[src/include/acc_pkg.sv]
// Package for the second analog comparator control block: offsets, fields, resets, timing.
// Assumes an AXI4-Lite master with 32-bit data and a 10 MHz system clock.
package acc_pkg;
    // Register byte offsets (printed offset 0xAD is not a multiple of four: index form)
    localparam logic [7:0]  ACC_CTRL_IDX    = 8'hAD;
    localparam logic [11:0] ACC_CTRL_ADDR   = {2'h0, ACC_CTRL_IDX, 2'h0};
    localparam logic [11:0] ACC_STAT_ADDR   = 12'h400;
    localparam logic [11:0] ACC_MASK_ADDR   = 12'h404;
    // Control field positions
    localparam int          ACC_HYS_BIT     = 6;
    localparam int          ACC_EN_BIT      = 5;
    localparam int          ACC_PAIR_BIT    = 4;
    localparam int          ACC_NREF_BIT    = 3;
    localparam int          ACC_OE_BIT      = 2;
    localparam int          ACC_RES_BIT     = 1;
    localparam int          ACC_FLAG_BIT    = 0;
    // Writable control bits (bit 0 only by a zero write)
    localparam logic [7:0]  ACC_CTRL_WMASK  = 8'h7C;
    localparam logic [7:0]  ACC_CTRL_RESET  = 8'h00;
    // Interrupt status layout: bit 0 change event
    localparam logic [1:0]  ACC_IRQ_RESET   = 2'h0;
    localparam int          ACC_EV_CHANGE   = 0;
    localparam int          ACC_EV_ENABLE   = 1;
    // AXI responses
    localparam logic [1:0]  ACC_RESP_OKAY   = 2'h0;
    localparam logic [1:0]  ACC_RESP_SLVERR = 2'h2;
    // Settling time after enabling
    localparam int          ACC_CLK_HZ      = 10_000_000;
    localparam int          ACC_SETTLE_US   = 10;
    localparam int          ACC_SETTLE_CYC  = (ACC_SETTLE_US * ACC_CLK_HZ + 999_999) / 1_000_000;
endpackage

[src/hw/acc_sync.sv]
// Two-stage synchronizer for one level from the analog comparator.
// Assumes the input is asynchronous to sys_clk.
`timescale 1ns/1ps
module acc_sync
    import acc_pkg::*;
(
    // Clock and reset
    input  wire logic sys_clk,
    input  wire logic rst,
    // Level in and out
    input  wire logic async_in,
    output logic      sync_out
);
    logic meta_q;
    logic sync_q;

    // First stage is read only by the second
    always_ff @(posedge sys_clk or posedge rst) begin
        if (rst) begin
            meta_q <= 1'b0;
            sync_q <= 1'b0;
        end else begin
            meta_q <= async_in;
            sync_q <= meta_q;
        end
    end

    assign sync_out = sync_q;
endmodule

[src/hw/acc_top.sv]
// Control and status of the second analog comparator, reached over AXI4-Lite.
// Assumes the analog core takes the control levels and returns its raw output.
//
// Local design decision: the AXI4-Lite register port.
`timescale 1ns/1ps
module acc_top
    import acc_pkg::*;
(
    // Clock and reset
    input  wire logic        sys_clk,
    input  wire logic        rst,
    // AXI4-Lite write address
    input  wire logic [11:0] s_axi_awaddr,
    input  wire logic        s_axi_awvalid,
    output logic             s_axi_awready,
    // AXI4-Lite write data
    input  wire logic [31:0] s_axi_wdata,
    input  wire logic [3:0]  s_axi_wstrb,
    input  wire logic        s_axi_wvalid,
    output logic             s_axi_wready,
    // AXI4-Lite write response
    output logic [1:0]       s_axi_bresp,
    output logic             s_axi_bvalid,
    input  wire logic        s_axi_bready,
    // AXI4-Lite read address
    input  wire logic [11:0] s_axi_araddr,
    input  wire logic        s_axi_arvalid,
    output logic             s_axi_arready,
    // AXI4-Lite read data
    output logic [31:0]      s_axi_rdata,
    output logic [1:0]       s_axi_rresp,
    output logic             s_axi_rvalid,
    input  wire logic        s_axi_rready,
    // Analog core
    input  wire logic        comp_raw,
    output logic             hysteresis_enable,
    output logic             comparator_enable,
    output logic             input_pair_select,
    output logic             negative_ref_select,
    // Output pin and interrupt
    output logic             comparator_output_pin,
    output logic             irq
);
    // Registers
    logic [7:0]  ctrl_q;
    logic        flag_q;
    logic        res_q;
    logic        res_prev_q;
    logic [1:0]  stat_q;
    logic [1:0]  mask_q;
    logic        irq_q;
    logic        pin_q;
    logic        settled_q;
    logic [7:0]  settle_cnt_q;
    logic        aw_hold_q;
    logic        w_hold_q;
    logic [11:0] aw_addr_q;
    logic [31:0] w_data_q;
    logic [3:0]  w_strb_q;
    logic        bvalid_q;
    logic [1:0]  bresp_q;
    logic        rvalid_q;
    logic [1:0]  rresp_q;
    logic [31:0] rdata_q;

    // Synchronizer for the comparator output
    logic comp_sync;
    acc_sync u_sync (
        .sys_clk  (sys_clk),
        .rst      (rst),
        .async_in (comp_raw),
        .sync_out (comp_sync)
    );

    // Write decode: fire once address and data are each held or taken this cycle, response slot free
    wire         aw_take    = s_axi_awvalid && !aw_hold_q && !bvalid_q;
    wire         w_take     = s_axi_wvalid && !w_hold_q && !bvalid_q;
    wire [11:0]  wr_addr    = aw_hold_q ? aw_addr_q : s_axi_awaddr;
    wire [31:0]  wr_data    = w_hold_q ? w_data_q : s_axi_wdata;
    wire [3:0]   wr_strb    = w_hold_q ? w_strb_q : s_axi_wstrb;
    wire         wr_fire    = (aw_hold_q || aw_take) && (w_hold_q || w_take);
    wire         wr_ctrl    = wr_fire && (wr_addr == ACC_CTRL_ADDR) && wr_strb[0];
    wire         wr_mask    = wr_fire && (wr_addr == ACC_MASK_ADDR) && wr_strb[0];
    wire         wr_hit     = (wr_addr == ACC_CTRL_ADDR) || (wr_addr == ACC_MASK_ADDR)
                              || (wr_addr == ACC_STAT_ADDR);

    // Read decode
    wire         rd_fire    = s_axi_arvalid && !rvalid_q;
    wire         rd_stat    = rd_fire && (s_axi_araddr == ACC_STAT_ADDR);
    wire [7:0]   ctrl_view  = {1'b0, ctrl_q[ACC_HYS_BIT:ACC_OE_BIT], res_q, flag_q};
    wire         rd_hit     = (s_axi_araddr == ACC_CTRL_ADDR) || (s_axi_araddr == ACC_MASK_ADDR)
                              || (s_axi_araddr == ACC_STAT_ADDR);
    wire [31:0]  rd_word    = (s_axi_araddr == ACC_CTRL_ADDR) ? {24'h0, ctrl_view} :
                              (s_axi_araddr == ACC_STAT_ADDR) ? {30'h0, stat_q} :
                              (s_axi_araddr == ACC_MASK_ADDR) ? {30'h0, mask_q} : 32'h0;

    // Comparator state
    wire         en         = ctrl_q[ACC_EN_BIT];
    wire [7:0]   ctrl_new   = (ctrl_q & ~ACC_CTRL_WMASK) | (wr_data[7:0] & ACC_CTRL_WMASK);
    wire         en_next    = wr_ctrl ? ctrl_new[ACC_EN_BIT] : en;
    wire         res_d      = en && comp_sync;
    wire         change     = en && (comp_sync != res_prev_q);
    wire         flag_clr   = wr_ctrl && !wr_data[ACC_FLAG_BIT];
    wire         flag_d     = !en ? 1'b0 : (change ? 1'b1 : (flag_clr ? 1'b0 : flag_q));
    wire         settle_end = (settle_cnt_q == 8'(ACC_SETTLE_CYC - 1));
    wire         en_rise    = en && !settled_q && settle_end;
    wire [1:0]   events     = {en_rise, change};
    wire [1:0]   stat_d     = events | (rd_stat ? 2'h0 : stat_q);      // set beats read clear
    wire         pin_d      = en && ctrl_q[ACC_OE_BIT] && comp_raw;

    // Control register, bits 6..2 software-owned
    always_ff @(posedge sys_clk or posedge rst) begin
        if (rst) begin
            ctrl_q <= ACC_CTRL_RESET;
        end else if (wr_ctrl) begin
            ctrl_q <= ctrl_new;
        end
    end

    // Result, edge history and change flag
    always_ff @(posedge sys_clk or posedge rst) begin
        if (rst) begin
            res_q      <= 1'b0;
            res_prev_q <= 1'b0;
            flag_q     <= 1'b0;
        end else begin
            res_q      <= res_d;
            res_prev_q <= en ? comp_sync : 1'b0;
            flag_q     <= flag_d;
        end
    end

    // Settling timer after enable: status bit tells software the output is usable
    always_ff @(posedge sys_clk or posedge rst) begin
        if (rst) begin
            settle_cnt_q <= 8'h00;
            settled_q    <= 1'b0;
        end else if (!en_next) begin
            settle_cnt_q <= 8'h00;
            settled_q    <= 1'b0;
        end else if (!settled_q) begin
            settle_cnt_q <= settle_end ? settle_cnt_q : settle_cnt_q + 8'h01;
            settled_q    <= settle_end;
        end
    end

    // Interrupt status, mask and output; pin retimed since outputs come from flops
    always_ff @(posedge sys_clk or posedge rst) begin
        if (rst) begin
            stat_q <= ACC_IRQ_RESET;
            mask_q <= ACC_IRQ_RESET;
            irq_q  <= 1'b0;
            pin_q  <= 1'b0;
        end else begin
            stat_q <= stat_d;
            mask_q <= wr_mask ? wr_data[1:0] : mask_q;
            irq_q  <= |(stat_d & mask_q);
            pin_q  <= pin_d;
        end
    end

    // Write channel holding and response
    always_ff @(posedge sys_clk or posedge rst) begin
        if (rst) begin
            aw_hold_q <= 1'b0;
            w_hold_q  <= 1'b0;
            aw_addr_q <= 12'h000;
            w_data_q  <= 32'h0000_0000;
            w_strb_q  <= 4'h0;
            bvalid_q  <= 1'b0;
            bresp_q   <= ACC_RESP_OKAY;
        end else begin
            if (aw_take) begin
                aw_addr_q <= s_axi_awaddr;
            end
            if (w_take) begin
                w_data_q <= s_axi_wdata;
                w_strb_q <= s_axi_wstrb;
            end
            aw_hold_q <= wr_fire ? 1'b0 : (aw_hold_q || aw_take);
            w_hold_q  <= wr_fire ? 1'b0 : (w_hold_q || w_take);
            if (wr_fire) begin
                bvalid_q <= 1'b1;
                bresp_q  <= wr_hit ? ACC_RESP_OKAY : ACC_RESP_SLVERR;
            end else if (s_axi_bready) begin
                bvalid_q <= 1'b0;
            end
        end
    end

    // Read channel
    always_ff @(posedge sys_clk or posedge rst) begin
        if (rst) begin
            rvalid_q <= 1'b0;
            rresp_q  <= ACC_RESP_OKAY;
            rdata_q  <= 32'h0000_0000;
        end else if (rd_fire) begin
            rvalid_q <= 1'b1;
            rresp_q  <= rd_hit ? ACC_RESP_OKAY : ACC_RESP_SLVERR;
            rdata_q  <= rd_word;
        end else if (s_axi_rready) begin
            rvalid_q <= 1'b0;
        end
    end

    // Port drive, from flops except awready, wready and arready
    assign s_axi_awready         = aw_take;
    assign s_axi_wready          = w_take;
    assign s_axi_bvalid          = bvalid_q;
    assign s_axi_bresp           = bresp_q;
    assign s_axi_arready         = rd_fire;
    assign s_axi_rvalid          = rvalid_q;
    assign s_axi_rresp           = rresp_q;
    assign s_axi_rdata           = rdata_q;
    assign hysteresis_enable     = ctrl_q[ACC_HYS_BIT];
    assign comparator_enable     = ctrl_q[ACC_EN_BIT];
    assign input_pair_select     = ctrl_q[ACC_PAIR_BIT];
    assign negative_ref_select   = ctrl_q[ACC_NREF_BIT];
    assign comparator_output_pin = pin_q;
    assign irq                   = irq_q;

    // Result zero whenever disabled one cycle earlier
    a_result_off: assert property (@(posedge sys_clk) disable iff (rst)
        !$past(en) |-> !res_q) else $error("result set while disabled");
    // Flag cleared one cycle after disable
    a_flag_off: assert property (@(posedge sys_clk) disable iff (rst)
        !en |=> !flag_q) else $error("flag set while disabled");
    // A change of the synchronized result while enabled sets the flag
    a_flag_set: assert property (@(posedge sys_clk) disable iff (rst)
        (en && comp_sync != res_prev_q) |=> flag_q) else $error("change missed");
    // Flag never rises without a change
    a_flag_cause: assert property (@(posedge sys_clk) disable iff (rst)
        $rose(flag_q) |-> $past(change)) else $error("flag set without change");
    // Pin follows raw output only when enabled and routed
    a_pin_gate: assert property (@(posedge sys_clk) disable iff (rst)
        comparator_output_pin |-> $past(en && ctrl_q[ACC_OE_BIT])) else $error("pin leak");
    // Reserved, result and flag positions of the stored control byte never take a write
    a_reserved_zero: assert property (@(posedge sys_clk) disable iff (rst)
        !ctrl_q[7] && !ctrl_q[ACC_RES_BIT] && !ctrl_q[ACC_FLAG_BIT]) else $error("bad ctrl bit");
    // Hysteresis output tracks control written one cycle before
    a_hys_write: assert property (@(posedge sys_clk) disable iff (rst)
        wr_ctrl |=> hysteresis_enable == $past(wr_data[ACC_HYS_BIT])) else $error("hys lost");
    // Pair and reference selects keep when no control write
    a_sel_hold: assert property (@(posedge sys_clk) disable iff (rst)
        !wr_ctrl |=> $stable({input_pair_select, negative_ref_select}))
        else $error("select moved");
    // Zero write to flag without change clears it
    a_flag_clear: assert property (@(posedge sys_clk) disable iff (rst)
        (flag_clr && !change) |=> !flag_q) else $error("flag not cleared");
    // Not settled within eight cycles of enable rising when enable stays
    a_settle_time: assert property (@(posedge sys_clk) disable iff (rst)
        $rose(en) ##0 (en && !wr_ctrl)[*8] |-> !settled_q) else $error("settled early");
    // Reference select follows a write
    a_nref_write: assert property (@(posedge sys_clk) disable iff (rst)
        wr_ctrl |=> negative_ref_select == $past(wr_data[ACC_NREF_BIT])) else $error("nref lost");
endmodule

[config.mk]
export PLATFORM = sky130hd
export DESIGN_NAME = acc_top
export DESIGN_NICKNAME = d
export VERILOG_FILES = /design/src/include/acc_pkg.sv /design/src/hw/acc_sync.sv /design/src/hw/acc_top.sv
export SDC_FILE = /design/constraint.sdc
export NUM_CORES = 1
export LEC_CHECK = 0
export BUFFER_PORTS_ARGS = -buffer_cell sky130_fd_sc_hd__buf_2
export CORE_MARGIN = 5
export CORE_UTILIZATION = 48
export CTS_CLUSTER_SIZE = 30
export DETAILED_ROUTE_END_ITERATION = 10
export GPL_ROUTABILITY_DRIVEN = 0
export PLACE_DENSITY = 0.81
export SETUP_SLACK_MARGIN = 0.05
export SLEW_MARGIN = 20
export SYNTH_ARGS = -nofsm -noshare
export SYNTH_HDL_FRONTEND = slang
export SYNTH_SLANG_ARGS = --single-unit
[constraint.sdc]
create_clock -name sys_clk -period 2.6 [get_ports sys_clk]
set_input_delay 0 -clock sys_clk [delete_from_list [all_inputs] [get_ports sys_clk]]
set_output_delay 0 -clock sys_clk [all_outputs]
set_load 0.03 [all_outputs]
=== After elaboration in Yosys (flattened, before gate mapping) ===
Cells that the tools add are included.

* Register bits after elaboration: 88
* Bits in latches: 0
* RAM bits: 0
* ROM bits: 0
* Input port bits: 68
* Logic and storage cells: 96
* Memories kept: 0

* Add/subtract/negate cells: 1
* Multipliers: 0
* Div/mod/pow operators: 0
* Order comparisons: 0
* Equality and inequality tests: 11
* Shift-type cells: 0
* Mux-type cells: 25
* Bitwise operators: 3
* Reduce and logical (&&, ||, !) cells: 34

{| class="wikitable"
|+ Operators by type and width
! operator !! count
|-
| $eq A12 B11 Y1 const B || 4
|-
| $eq A12 B10 Y1 const B || 2
|-
| $mux W8 || 3
|-
| $logic_and A1 B1 Y1 || 18
|-
| $mux W1 || 14
|-
| $mux W7 || 2
|-
| $mux W12 || 1
|-
| $mux W2 || 5
|-
| $add A8 B1 Y8 const B || 1
|-
| $eq A8 B7 Y1 const B || 1
|-
| $or A8 B7 Y8 || 1
|-
| $logic_not A1 Y1 || 6
|-
| $logic_or A1 B1 Y1 || 6
|-
| $ne A2 B2 Y1 const B || 2
|-
| $reduce_bool A2 Y1 || 2
|-
| $ne A3 B1 Y1 const B || 1
|-
| $and A2 B2 Y2 || 1
|-
| $or A2 B2 Y2 || 1
|-
| $reduce_and A2 Y1 || 1
|-
| $reduce_or A2 Y1 || 1
|-
| $ne A1 B1 Y1 || 1
|}

=== Logic depth before layout (Yosys ltp) ===
* Word-level depth: 11
* Depth in mapped cells: 7
* Mapped depth without buffers: 7

=== Cells and area by module ===
A second synthesis with hierarchy kept.

* Cell total of the unflattened synthesis: 237
* Area, all modules: 2,743.9 µm²

{| class="wikitable"
|+ By module, submodules not included
! module !! instances !! cells an instance !! area each (µm²) !! sequential area each (µm²)
|-
| acc_top || 1 || 234 || 2,690.1 || 1,376.3
|-
| acc_sync || 1 || 3 || 53.8 || 50.0
|}

=== Worst setup path before layout ===
OpenSTA, ideal clock, no wires.

* Path type: register to register
* From: register bvalid_q, in the netlist s_axi_bvalid
* To: register aw_addr_q[0]
* Library setup time: 0.125 ns
* Arrival: 1.978 ns
* Setup slack: 0.497 ns
* Stages on the path, launching flop included: 5
* Buffers on the path: 1
* Path through: dfrtp_1 and2b_2 nor2b_1 clkbuf_1 mux2_2

* Word-level cells in the longest chain between the ends: 2

{| class="wikitable"
|+ Ends and longest elaborated chain
! item !! line !! text
|-
| start, declared || acc_top.sv:60 || <nowiki>logic bvalid_q;</nowiki>
|-
| start signal, assigned || acc_top.sv:170 || <nowiki>bvalid_q <= 1'b0;</nowiki>
|-
| start signal, assigned || acc_top.sv:183 || <nowiki>bvalid_q <= 1'b1;</nowiki>
|-
| start signal, assigned || acc_top.sv:186 || <nowiki>bvalid_q <= 1'b0;</nowiki>
|-
| $logic_not A1 Y1 || acc_top.sv:76 || <nowiki>wire aw_take = s_axi_awvalid && !aw_hold_q && !bvalid_q;</nowiki>
|-
| $logic_and A1 B1 Y1 || acc_top.sv:76 ||
|-
| via s_axi_awready || acc_top.sv:15 || <nowiki>output logic s_axi_awready,</nowiki>
|-
| end signal, assigned || acc_top.sv:174 || <nowiki>aw_addr_q <= s_axi_awaddr;</nowiki>
|-
| end, declared || acc_top.sv:57 || <nowiki>logic [11:0] aw_addr_q;</nowiki>
|}

The timed path passes the listed nets, and every way through them passes these cells.
A chain may end at the register's enable or synchronous reset.

=== Worst setup path after layout ===
* From: register aw_hold_q
* To: register settle_cnt_q[0]

* Word-level cells in the longest chain between the ends: 10

{| class="wikitable"
|+ Ends and longest elaborated chain
! item !! line !! text
|-
| start, declared || acc_top.sv:55 || <nowiki>logic aw_hold_q;</nowiki>
|-
| start signal, assigned || acc_top.sv:180 || <nowiki>aw_hold_q <= wr_fire ? 1'b0 : (aw_hold_q || aw_take);</nowiki>
|-
| parallel branches: the longest is 5 deep, another holds $mux W12 || -- ||
|-
| $logic_and A1 B1 Y1 * (2 in series) || acc_top.sv:82 || <nowiki>wire wr_ctrl = wr_fire && (wr_addr == ACC_CTRL_ADDR) && wr_strb[0];</nowiki>
|-
| $mux W1 * || acc_top.sv:100 || <nowiki>wire en_next = wr_ctrl ? ctrl_new[ACC_EN_BIT] : en;</nowiki>
|-
| $ne A2 B2 Y1 (no source line) || -- ||
|-
| $reduce_and A2 Y1 (no source line) || -- ||
|-
| end signal, assigned || acc_top.sv:142 || <nowiki>settle_cnt_q <= settle_end ? settle_cnt_q : settle_cnt_q + 8'h01;</nowiki>
|-
| end, declared || acc_top.sv:54 || <nowiki>logic [7:0] settle_cnt_q;</nowiki>
|}

Every way passes the cells marked *.

==> results.md <==
* detail-routed via count per cell: 4.88
* Critical Path Max Stage Delay: 0.51 ns
* Synth Area in Adders: 0.00457
* number of inserted filler cells in the final layout: 443
* drc violations: 0
* launching element type of the critical path: register
* highest ir drop seen on vdd: 0.420 mV
* number of gates on the worst path with buffers counted: 5
* post-synthesis share of cell area spent on xor and xnor gates: 0.0192
* unrepaired setup endpoints after global routing: false
* EDFF count, synth: 0
* multiplexer area fraction after synthesis: 0.148
* beginning of the worst hold path: s_axi_araddr[6]
* Yosys warnings: 0
* clock sink total: 57
* area of the core region: 5510 um2
* post-synthesis cell area: 2740 um2
* post-synthesis average cell area: 11.5 um2
* first drt pass iteration count: 4
* post-route total power: 2.71 mW
* top-level port count: 115
* die outline height: 85.5 um
* capturing point of the worst reg2reg path: settle_cnt_q[0]
* Switch Pwr: 0.800 mW
* Worst slew margin: 0.646
* reg-to-reg setup timing slack: 0.41 ns
* Worst EP arrival: 2.39 ns
* number of global-route vias before repair: 1952
* cts bufs inserted: 9
* Critical Path End Type: register
* drt wl/cell: 13.5 um
* post-synthesis simple-gate area fraction: 0.131
* Net count, final: 401
* hold slack: 0.0362 ns
* total count of max-transition violations in the final report: 0
* # rows: 27
* worst reg2reg path startpoint: aw_hold_q
* sequential-to-total area share from yosys stat: 0.522
* Synth cell types: 43
* commonest non-fill, non-tap cells in the layout: 59 x buf_2, 57 x dfrtp_1, 27 x conb_1
* share of layout cells above drive strength 1: 0.333
* Final Cycle Share: 0.842
* post-layout minimum cycle time: 2.19 ns
* largest fanout of any net on the critical path: 10
* IO Port Bufs: 59
* H-Tree Level Count: 3
* power per cell area: 781 nW/um2
* cell count of the worst hold path: 4
* # diodes: 0
* maximum buffer depth of the clock tree: 2
* number of max-cap violations: 0
* total half-perimeter wirelength after legalization and detailed placement: 4.13 mm
* total leakage power: 1.69 nW
* logic depth of the worst register-to-register path: 5
* drt first-iter violations: 54
* Worst-Margin Slew: 0.531 ns
* switching part of the total: 0.296
* Total GRT Usage: 0.156
* dominant combinational cell family by area after synthesis: multiplexers
* setup clock skew after layout: 0.00988 ns
* worst min-delay path class: input port to register
* WL final: 5.50 mm
* data required time at the worst endpoint: 2.80 ns
* initial core utilization: 0.497
* number of endpoints failing setup at the final stage: 0
* clock tree from TritonCTS: done
* global-route wire length before repair: 8.89 mm
* total number of vias: 1991
* maximum clock frequency: 0.457 GHz
* hold path endpoint: s_axi_rdata[1]
* accumulated negative setup slack: 0 ns
* Critical-path top delay cell: or4b_4
* clock network fraction of design power: 0.302
* share of flip-flops with an asynchronous set or reset: 1.00
* portion of total power attributed to combinational logic: 0.246
* number of antenna violations at the first check in global routing: 0
* area growth from synthesis to layout: 26.8%
* Die Footprint: 7310 um2
* GR Overflow Total: 0
* Internal Pwr Total: 1.91 mW
* total count of hold-check failures in the final report: 0
* largest net degree at the start of global routing: 23
* list of cells traversed by the critical path: or4b_4 -> nor3_2 -> o2111a_1 -> mux2i_4 -> nor2_1
* part of the power in registers: 0.452
* clock transition at the registers of the reported paths: 0.07 ns
* leading register cell type out of synthesis: dfrtp_1
* horizontal die dimension: 85.5 um
* most common cell after layout, fill and taps aside: buf_2
* family with the most delay on the worst path: simple AND/OR/NAND/NOR gates
* Skew-Pair Late Insertion Delay: 0.33 ns
* Crit path buffers/inverters: 0
* result of the run: finished clean
* buffer type at the clock tree root: clkbuf_8
* post-route antenna net violation count: 0
* post-CTS setup buffer count: 0
* Gate Count Post-Synth: 237
* post-synthesis sequential element count: 57
* path type of the worst setup path: register to register
* Synth Area in Compound Gates: 0.0750
==> cell type report <==
| type | count | area, um2 | share of cell area |
|---|---|---|---|
| Sequential cell | 57 | 1430 | 0.411 |
| Multi-Input combinational cell | 167 | 1140 | 0.328 |
| Timing Repair Buffer | 90 | 593 | 0.171 |
| Clock buffer | 12 | 155 | 0.0447 |
| Tap cell | 72 | 90.1 | 0.0260 |
| Clock inverter | 3 | 40.0 | 0.0115 |
| Inverter | 7 | 26.3 | 0.00758 |
==> power groups by stage <==
stage	sequential (mW)	combinational, mW	clock, mW
floorplan	1.21	0.551	0
global placement	1.22	0.620	0
detailed placement	1.24	0.640	0
CTS	1.22	0.673	0.830
global route	1.25	0.721	0.875
finish	1.22	0.666	0.819
==> cell families (layout without fill, tap and decap cells) <==
logic type,after synthesis,after routing
other,1,27
AND/OR/NAND/NOR,68,68
AO/OA/AOI/OAI,29,29
adder cells (fa/ha/maj),1,1
XOR/XNOR,6,6
flip-flops,57,57
multiplexers,36,36
buffers and inverters,39,112
==> flip-flops by register name, indices dropped and copies added, names as in the netlist, 2 cells and up <==
| signal | cells |
|---|---|
| s_axi_rdata | 7 |
| settle_cnt_q | 8 |
| mask_q | 2 |
| w_data_q | 7 |
| stat_q | 2 |
| ctrl_q | 5 |
| aw_addr_q | 12 |
==> what timing repair did <==
| item | CTS | global route |
|---|---|---|
| endpoints found under the hold margin | 45 | 0 |
| gates resized for setup | 0 | 0 |
| hold buffers | 26 | 0 |
==> cells in the mapped netlist, types with 3 or more instances <==
cell type | count | area share
buf_6 | 3 | 0.012
nor4_1 | 4 | 0.0091
a21oi_1 | 8 | 0.015
nand2_1 | 10 | 0.014
dfrtp_1 | 57 | 0.52
o21ai_0 | 5 | 0.0091
buf_4 | 27 | 0.074
nor3_1 | 4 | 0.0073
mux2_2 | 26 | 0.11
a22o_1 | 7 | 0.022
nand3_1 | 3 | 0.0055
mux2i_1 | 9 | 0.033
nand4_1 | 4 | 0.0091
inv_1 | 7 | 0.0096
xor2_1 | 4 | 0.013
nor2_1 | 26 | 0.036
==> worst register-to-register path, delay by kind of cell, from the launching register on <==
| family | cells | cell delay [ns] |
|---|---|---|
| simple gates | 3 | 0.82 |
| flops | 1 | 0.50 |
| mux | 1 | 0.42 |
| compound gates | 1 | 0.32 |
==> stage by stage <==
| step | instance area [um2] | setup WS [ns] | util | cells |
|---|---|---|---|---|
| 3_3_place_gp | 3010 | 0.427 | 0.547 | 367 |
| 2_1_floorplan | 2830 | 0.497 | - | 263 |
| 6_report | 3470 | 0.410 | 0.630 | 408 |
| 4_1_cts | 3470 | 0.357 | 0.630 | 408 |
| 5_1_grt | 3470 | 0.271 | 0.630 | 408 |
| 3_5_place_dp | 3010 | 0.375 | 0.547 | 367 |
==> routing by layer <==
| metal | track usage | wire [um] |
|---|---|---|
| met1 | 0.196 | 2400 |
| met2 | 0.250 | 2630 |
| met3 | 0.0495 | 383 |
| met4 | 0.0647 | 91 |
| met5 | 0 | 0 |
==> worst max path at each step <==
| stage | endpoint | from | slack [ns] |
|---|---|---|---|
| 2_1_floorplan | aw_addr_q[0] | s_axi_bvalid | 0.50 |
| 3_3_place_gp | settle_cnt_q[1] | aw_hold_q | 0.43 |
| 3_5_place_dp | settle_cnt_q[0] | aw_hold_q | 0.37 |
| 4_1_cts | settle_cnt_q[0] | aw_hold_q | 0.36 |
| 5_1_grt | settle_cnt_q[0] | aw_hold_q | 0.27 |
| 6_report | settle_cnt_q[0] | aw_hold_q | 0.41 |
(Power assumes the default switching activity.)
